### config.mk
export PLATFORM = sky130hd
export DESIGN_NAME = jump_and_increment_exec
export DESIGN_NICKNAME = d
export VERILOG_FILES = /design/src/rtl/jump_exec_pkg.sv /design/src/rtl/jump_and_increment_exec.sv /design/src/rtl/incr_unit.sv
export SDC_FILE = /design/constraint.sdc
export NUM_CORES = 1
export LEC_CHECK = 0
export ABC_CLOCK_PERIOD_IN_PS = 5750
export BUFFER_PORTS_ARGS = -buffer_cell sky130_fd_sc_hd__buf_2
export CORE_AREA = 2 2 45 89
export DETAILED_ROUTE_END_ITERATION = 10
export DIE_AREA = 0 0 47 91
export GPL_TIMING_DRIVEN = 0
export PLACE_DENSITY = 0.86
export SLEW_MARGIN = 20
export SYNTH_ARGS = -nofsm -noshare
export SYNTH_HDL_FRONTEND = slang
export SYNTH_HIERARCHICAL = 1
export SYNTH_SLANG_ARGS = --single-unit
### constraint.sdc
create_clock -name clk -period 5.75 [get_ports clk]
set_input_delay 1.15 -clock clk [delete_from_list [all_inputs] [get_ports clk]]
set_output_delay 1.15 -clock clk [all_outputs]
set_load 0.005 [all_outputs]
### src/rtl/jump_exec_pkg.sv
// Shared constants and carriers for the jump and increment execute block.
package jump_exec_pkg;

    // Instruction word layout.
    localparam int INSTR_W      = 12;         // Width of one program word.
    localparam int DATA_W       = 8;          // Width of the data path.
    localparam int FADDR_W      = 5;          // Width of a file address.
    localparam int PC_W         = 11;         // Width of the program counter.
    localparam int LIT_W        = 9;          // Width of the jump literal.
    localparam int DEST_BIT     = 5;          // Destination select bit d.
    localparam int PAGE_LO_BIT  = 5;          // Low page bit in status.
    localparam int PAGE_HI_BIT  = 6;          // High page bit in status.

    // Opcode patterns, compared against the top bits of the word.
    localparam logic [2:0] OPC_JUMP      = 3'h5;    // Top three bits 101.
    localparam logic [5:0] OPC_INC       = 6'h0A;   // 0010 10 prefix.
    localparam logic [5:0] OPC_INC_SKIP  = 6'h0F;   // 0011 11 prefix.

    // Values after reset.
    localparam logic [PC_W-1:0]    RST_PC   = 11'h000; // Cleared target.
    localparam logic [DATA_W-1:0]  RST_DATA = 8'h00;   // Cleared data.
    localparam logic [FADDR_W-1:0] RST_ADDR = 5'h00;   // Cleared address.
    localparam logic [DATA_W-1:0]  ALL_ONES = 8'hFF;   // Value that wraps.

    // Decoded operation class.
    typedef enum logic [1:0] {
        OP_NONE      = 2'b00,
        OP_JUMP      = 2'b01,
        OP_INC       = 2'b11,
        OP_INC_SKIP  = 2'b10
    } op_kind_t;

    // Execute sequencer states, Gray coded.
    typedef enum logic {
        ST_EXEC  = 1'b0,
        ST_FLUSH = 1'b1
    } exec_state_t;

    // Program counter load request.
    typedef struct packed {
        logic            load;    // One-cycle load strobe.
        logic [PC_W-1:0] target;  // New counter value.
    } pc_load_t;

    // Accumulator write request.
    typedef struct packed {
        logic              we;    // One-cycle write strobe.
        logic [DATA_W-1:0] data;  // Value to write.
    } acc_wr_t;

    // File register write request.
    typedef struct packed {
        logic               we;   // One-cycle write strobe.
        logic [FADDR_W-1:0] addr; // Register address.
        logic [DATA_W-1:0]  data; // Value to write.
    } file_wr_t;

    // Zero flag update request.
    typedef struct packed {
        logic we;                 // One-cycle update strobe.
        logic val;                // New flag value.
    } flag_wr_t;

    // Classifies an instruction word; called only by the decode.
    function automatic op_kind_t decode_op(input logic [INSTR_W-1:0] w);
        if (w[11:9] == OPC_JUMP) begin
            return OP_JUMP;
        end else if (w[11:6] == OPC_INC) begin
            return OP_INC;
        end else if (w[11:6] == OPC_INC_SKIP) begin
            return OP_INC_SKIP;
        end else begin
            return OP_NONE;
        end
    endfunction

endpackage

### src/rtl/jump_and_increment_exec.sv
`timescale 1ns/1ps
module jump_and_increment_exec
    import jump_exec_pkg::*;
(
    input  wire logic               clk,          // Instruction clock.
    input  wire logic               sys_rst,      // Sync reset, high.
    input  wire logic               instr_valid,  // Word on instr_word.
    input  wire logic [INSTR_W-1:0] instr_word,   // Fetched instruction.
    input  wire logic [DATA_W-1:0]  file_rdata,   // Addressed register.
    input  wire logic [DATA_W-1:0]  status_reg,   // Status register.
    output pc_load_t                pc_out,       // Counter load.
    output acc_wr_t                 acc_out,      // Accumulator write.
    output file_wr_t                file_out,     // File write.
    output flag_wr_t                zero_out,     // Zero flag update.
    output logic                    slot_discard  // Fetched word dropped.
);

    // Sequencer state and its next value.
    exec_state_t state_ff;
    exec_state_t nxt_state;

    // Registered outputs and their next values.
    pc_load_t pc_ff;
    pc_load_t nxt_pc;
    acc_wr_t  acc_ff;
    acc_wr_t  nxt_acc;
    file_wr_t file_ff;
    file_wr_t nxt_file;
    flag_wr_t zero_ff;
    flag_wr_t nxt_zero;
    logic     discard_ff;
    logic     nxt_discard;

    // Decode of the word on offer.
    op_kind_t          op_kind;    // Class of the incoming word.
    logic              can_take;   // Sequencer accepts a word now.
    logic              take_jump;  // A jump is taken this edge.
    logic              take_inc;   // A plain increment is taken.
    logic              take_skip;  // An increment-skip is taken.
    logic              dest_file;  // Destination bit d.
    logic [DATA_W-1:0] inc_res;    // Incremented operand.
    logic              inc_zero;   // Incremented value is zero.

    // Shared incrementer for both increment forms.
    incr_unit u_incr (
        .operand (file_rdata),
        .result  (inc_res),
        .is_zero (inc_zero)
    );

    // Decode is combinational; words offered in the flush slot are
    // never classed as taken, which keeps the checks honest.
    always_comb begin
        op_kind   = decode_op(instr_word);
        can_take  = instr_valid && (state_ff == ST_EXEC);
        take_jump = can_take && (op_kind == OP_JUMP);
        take_inc  = can_take && (op_kind == OP_INC);
        take_skip = can_take && (op_kind == OP_INC_SKIP);
        dest_file = instr_word[DEST_BIT];
    end

    // Next-value logic for the sequencer and every output register.
    // Strobes default low so each one lasts exactly one cycle.
    always_comb begin
        nxt_state   = ST_EXEC;
        nxt_pc      = '{load: 1'b0, target: pc_ff.target};
        nxt_acc     = '{we: 1'b0, data: acc_ff.data};
        nxt_file    = '{we: 1'b0, addr: file_ff.addr, data: file_ff.data};
        nxt_zero    = '{we: 1'b0, val: zero_ff.val};
        nxt_discard = 1'b0;
        case (state_ff)
            ST_FLUSH: begin
                // The prefetched word is dropped whatever it is; this
                // slot executes as a no-operation.
                nxt_discard = 1'b1;
            end
            ST_EXEC: begin
                if (take_jump) begin
                    // Page bits fill the top of the counter and the
                    // literal the rest; both land in one load.
                    nxt_pc.load                 = 1'b1;
                    nxt_pc.target[PC_W-1:LIT_W] =
                        status_reg[PAGE_HI_BIT:PAGE_LO_BIT];
                    nxt_pc.target[LIT_W-1:0]    =
                        instr_word[LIT_W-1:0];
                    // Second cycle flushes the prefetch; no flag is touched.
                    nxt_state = ST_FLUSH;
                end else if (take_inc || take_skip) begin
                    // Result goes to the file when d is set, else to the
                    // accumulator.
                    if (dest_file) begin
                        nxt_file.we   = 1'b1;
                        nxt_file.addr = instr_word[FADDR_W-1:0];
                        nxt_file.data = inc_res;
                    end else begin
                        nxt_acc.we   = 1'b1;
                        nxt_acc.data = inc_res;
                    end
                    if (take_inc) begin
                        // One cycle, zero flag follows the wrapped result.
                        nxt_zero.we  = 1'b1;
                        nxt_zero.val = inc_zero;
                    end else if (inc_zero) begin
                        // Skip form leaves flags alone and may cost a
                        // cycle.
                        nxt_state = ST_FLUSH;
                    end
                end
            end
        endcase
    end

    // Registers only; reset clears all strobes and the sequencer.
    always_ff @(posedge clk) begin
        if (sys_rst) begin
            state_ff   <= ST_EXEC;
            pc_ff      <= '{load: 1'b0, target: RST_PC};
            acc_ff     <= '{we: 1'b0, data: RST_DATA};
            file_ff    <= '{we: 1'b0, addr: RST_ADDR, data: RST_DATA};
            zero_ff    <= '{we: 1'b0, val: 1'b0};
            discard_ff <= 1'b0;
        end else begin
            state_ff   <= nxt_state;
            pc_ff      <= nxt_pc;
            acc_ff     <= nxt_acc;
            file_ff    <= nxt_file;
            zero_ff    <= nxt_zero;
            discard_ff <= nxt_discard;
        end
    end

    // Outputs come straight from the registers.
    assign pc_out       = pc_ff;
    assign acc_out      = acc_ff;
    assign file_out     = file_ff;
    assign zero_out     = zero_ff;
    assign slot_discard = discard_ff;
endmodule // jump_and_increment_exec

### src/rtl/incr_unit.sv
`timescale 1ns/1ps
// Eight-bit incrementer with zero detect; purely combinational.
module incr_unit
    import jump_exec_pkg::*;
(
    input  wire logic [DATA_W-1:0] operand,  // Value read from the file.
    output logic      [DATA_W-1:0] result,   // Operand plus one.
    output logic                   is_zero   // High when result is zero.
);

    // The carry out is dropped on purpose so the count wraps at 256.
    always_comb begin
        result  = DATA_W'(operand + 8'h01);
        is_zero = (result == RST_DATA);
    end

endmodule // incr_unit

==> impl_metrics.yaml <==
final_layout:
  design_area_um2: 2288
  regArea_um2: 780.7
  drive_above_1_share_pct: 31.40
  multi_input_area_um2: 945.9
  fillers: 334
  nets: 290
  area_growth_pct: 26.14
  antennaDiodeCount: 0
  layout_common_cells: "buf_2, dfxtp_1, nand2b_1"
  final_util_pct: 64.13
  final_cells: 307
  final_common_cell: "buf_2"
placed_design:
  gp_congestion: 0.8410
  dpl_cell_area_um2: 2176
  pre_cts_ws_ps: 2527
  place_hpwl_um: 3238
  placed_cells: 299
  portBuffers: 60
logic_synthesis:
  synthAdderAreaFrac_pct: 1.379
  ys.flop_type: "dfxtp_1"
  ys.warnings.count: 6
  synth_mux_area_share_pct: 11.59
  synth_compound_area_share_pct: 7.724
  synth_edf_count: 0
  syn_area_per_cell_um2: 9.549
  ys_ff_latch: 39
  synth_top_family_by_area: "simple AND/OR/NAND/NOR gates"
  async_reset_ff_share_pct: 0
  synth-xor-area-share_pct: 3.379
  syn_area_um2: 1814
  synthSimpleGateAreaFrac_pct: 28.07
  synth_cell_type_count: 36
  syn_inst: 190
  synth_fp_nets: 223
  synth_seq_area_share_pct: 43.03
worst_setup_path:
  path_max_fanout: 4
  r2r_start: "state_ff"
  worstPathArrival_ps: 3110
  end_kind: "flop"
  path_class: "in -> reg"
  startpoint: "file_rdata[0]"
  start_kind: "input pin"
  critPathRequiredTime_ps: 5910
timing:
  fin_ws_ps: 2803
  fin_skew_ps: 11.55
  final.setup.tns_ps: 0
  rsz0062_at_grt: "false"
  drv_slew: 0
  finalSetupViolCount: 0
  final-hold-violation-count: 0
  fin_crit_ps: 2947
  worstMarginPinSlew_ps: 481.8
  finalCritPeriodShare_pct: 51.26
  slew_headroom_pct: 67.88
  worst_hold_slack_ps: 473.6
  fmax_mhz: 339.3
clock_tree:
  cts_tree: "built"
  cts_root_buf: "clkbuf_8"
  hold_buffers: 0
  clk_latency_ps: 290
  cts_made_buffers: 5
  clock_path_buffers: 2
  cts_resized: 0
  cts.sink_count: 39
  clkTransAtPathRegs_ps: 80
  htreeDepth: 2
  post_cts.repair.setup_buffers: 0
floorplanning:
  die_h_um: 91
  start_util_pct: 50.84
  pin_count: 69
  die_w_um: 47
  die-area_um2: 4277
  core_um2: 3568
  core.rowCount: 31
drt:
  vias: 1601
  drt_pre_antenna_iters: 4
  drt_iter0_markers: 21
  totalWireLength_um: 4077
  routedWlPerCell_um: 13.28
  drc: 0
  ant_nets: 0
  vias_per_cell: 5.215
power_and_ir_drop:
  pwr_density_cell_nw_per_um2: 240.9
  ir_drop_mv: 0.2423
  finalPower_mw: 0.5513
  leakagePower_nw: 1.036
worst_hold_path:
  min_from: "acc_out[6]"
  hold_path.class: "reg -> reg"
global_routing:
  grt_pass1_wl_um: 6934
  grt_usage_pct: 21.60
  grt_pass1_vias: 1579
  grt_max_degree: 14
  antenna_found_initial: 0
  grt-ovfl-total: 0
status:
  outcome: "finished clean"
run:
  maxCapViolations: 0
-- per-layer routing --
metal | part of all wire [%] | global-route usage [%]
met2 | 59 | 40.98
met3 | 4.2 | 3.976
met5 | 0 | 0
met1 | 35 | 20.77
met4 | 1.8 | 7.639
-- cell type report --
cell class	instances	share of cell area (%)
plain buffers	15	3.335
clock buffers	5	3.007
clock inverters	3	1.914
inverters	3	0.4921
multi-input cells	133	41.33
flip-flops and latches	39	34.12
well taps	49	2.679
repair buffers	60	13.12
-- flip-flops by register name (all words and copies together) (netlist names) --
register,flops
file_out,14
pc_out,12
acc_out,9
zero_out,2
slot_discard,1
state_ff,1
-- report_power, final --
group,switching [mW],internal (mW)
sequential,0.00101,0.273
clock,0.0954,0.129
combinational,0.0305,0.0228
total,0.127,0.424
-- final timing paths --
path	endpoint	slack [ps]	depth (start not counted)
max	state_ff	2800	8
min reg2reg	acc_out[6]	470	2
max reg2reg	acc_out[7]	4210	5
min	acc_out[6]	470	2
-- cell families after synthesis --
kind of cell | count (synthesis)
XOR/XNOR | 7
adder cells (fa/ha/maj) | 2
multiplexers | 21
flip-flops | 39
buffers and inverters | 18
AND/OR/NAND/NOR | 77
AO/OA/AOI/OAI | 26
-- synthesized netlist by cell type, drive strengths merged, types with 2 or more instances --
library cell / number / area share (%)
a21oi: 12 / 3.3
and2b: 2 / 0.83
buf: 6 / 2.3
clkbuf: 9 / 1.9
dfxtp: 39 / 43
ha: 2 / 1.4
inv: 3 / 0.62
mux2i: 21 / 12
nand2: 2 / 0.41
nand2b: 35 / 12
nand3: 16 / 5.0
nand4: 2 / 1.0
nor2: 3 / 0.62
nor3: 3 / 0.83
nor4: 3 / 1.4
nor4b: 2 / 1.8
o21ai: 11 / 3.0
xnor2: 4 / 1.9
xor2: 3 / 1.4
-- worst max-delay path: stages --
cell and delay [ps]:
buf_2 120, ha_1 240, nand3_2 100, xnor2_1 140, or4_1 520, nor4_2 280, o211ai_1 160, a2111oi_0 400
Power figures use the tool's default switching activity.
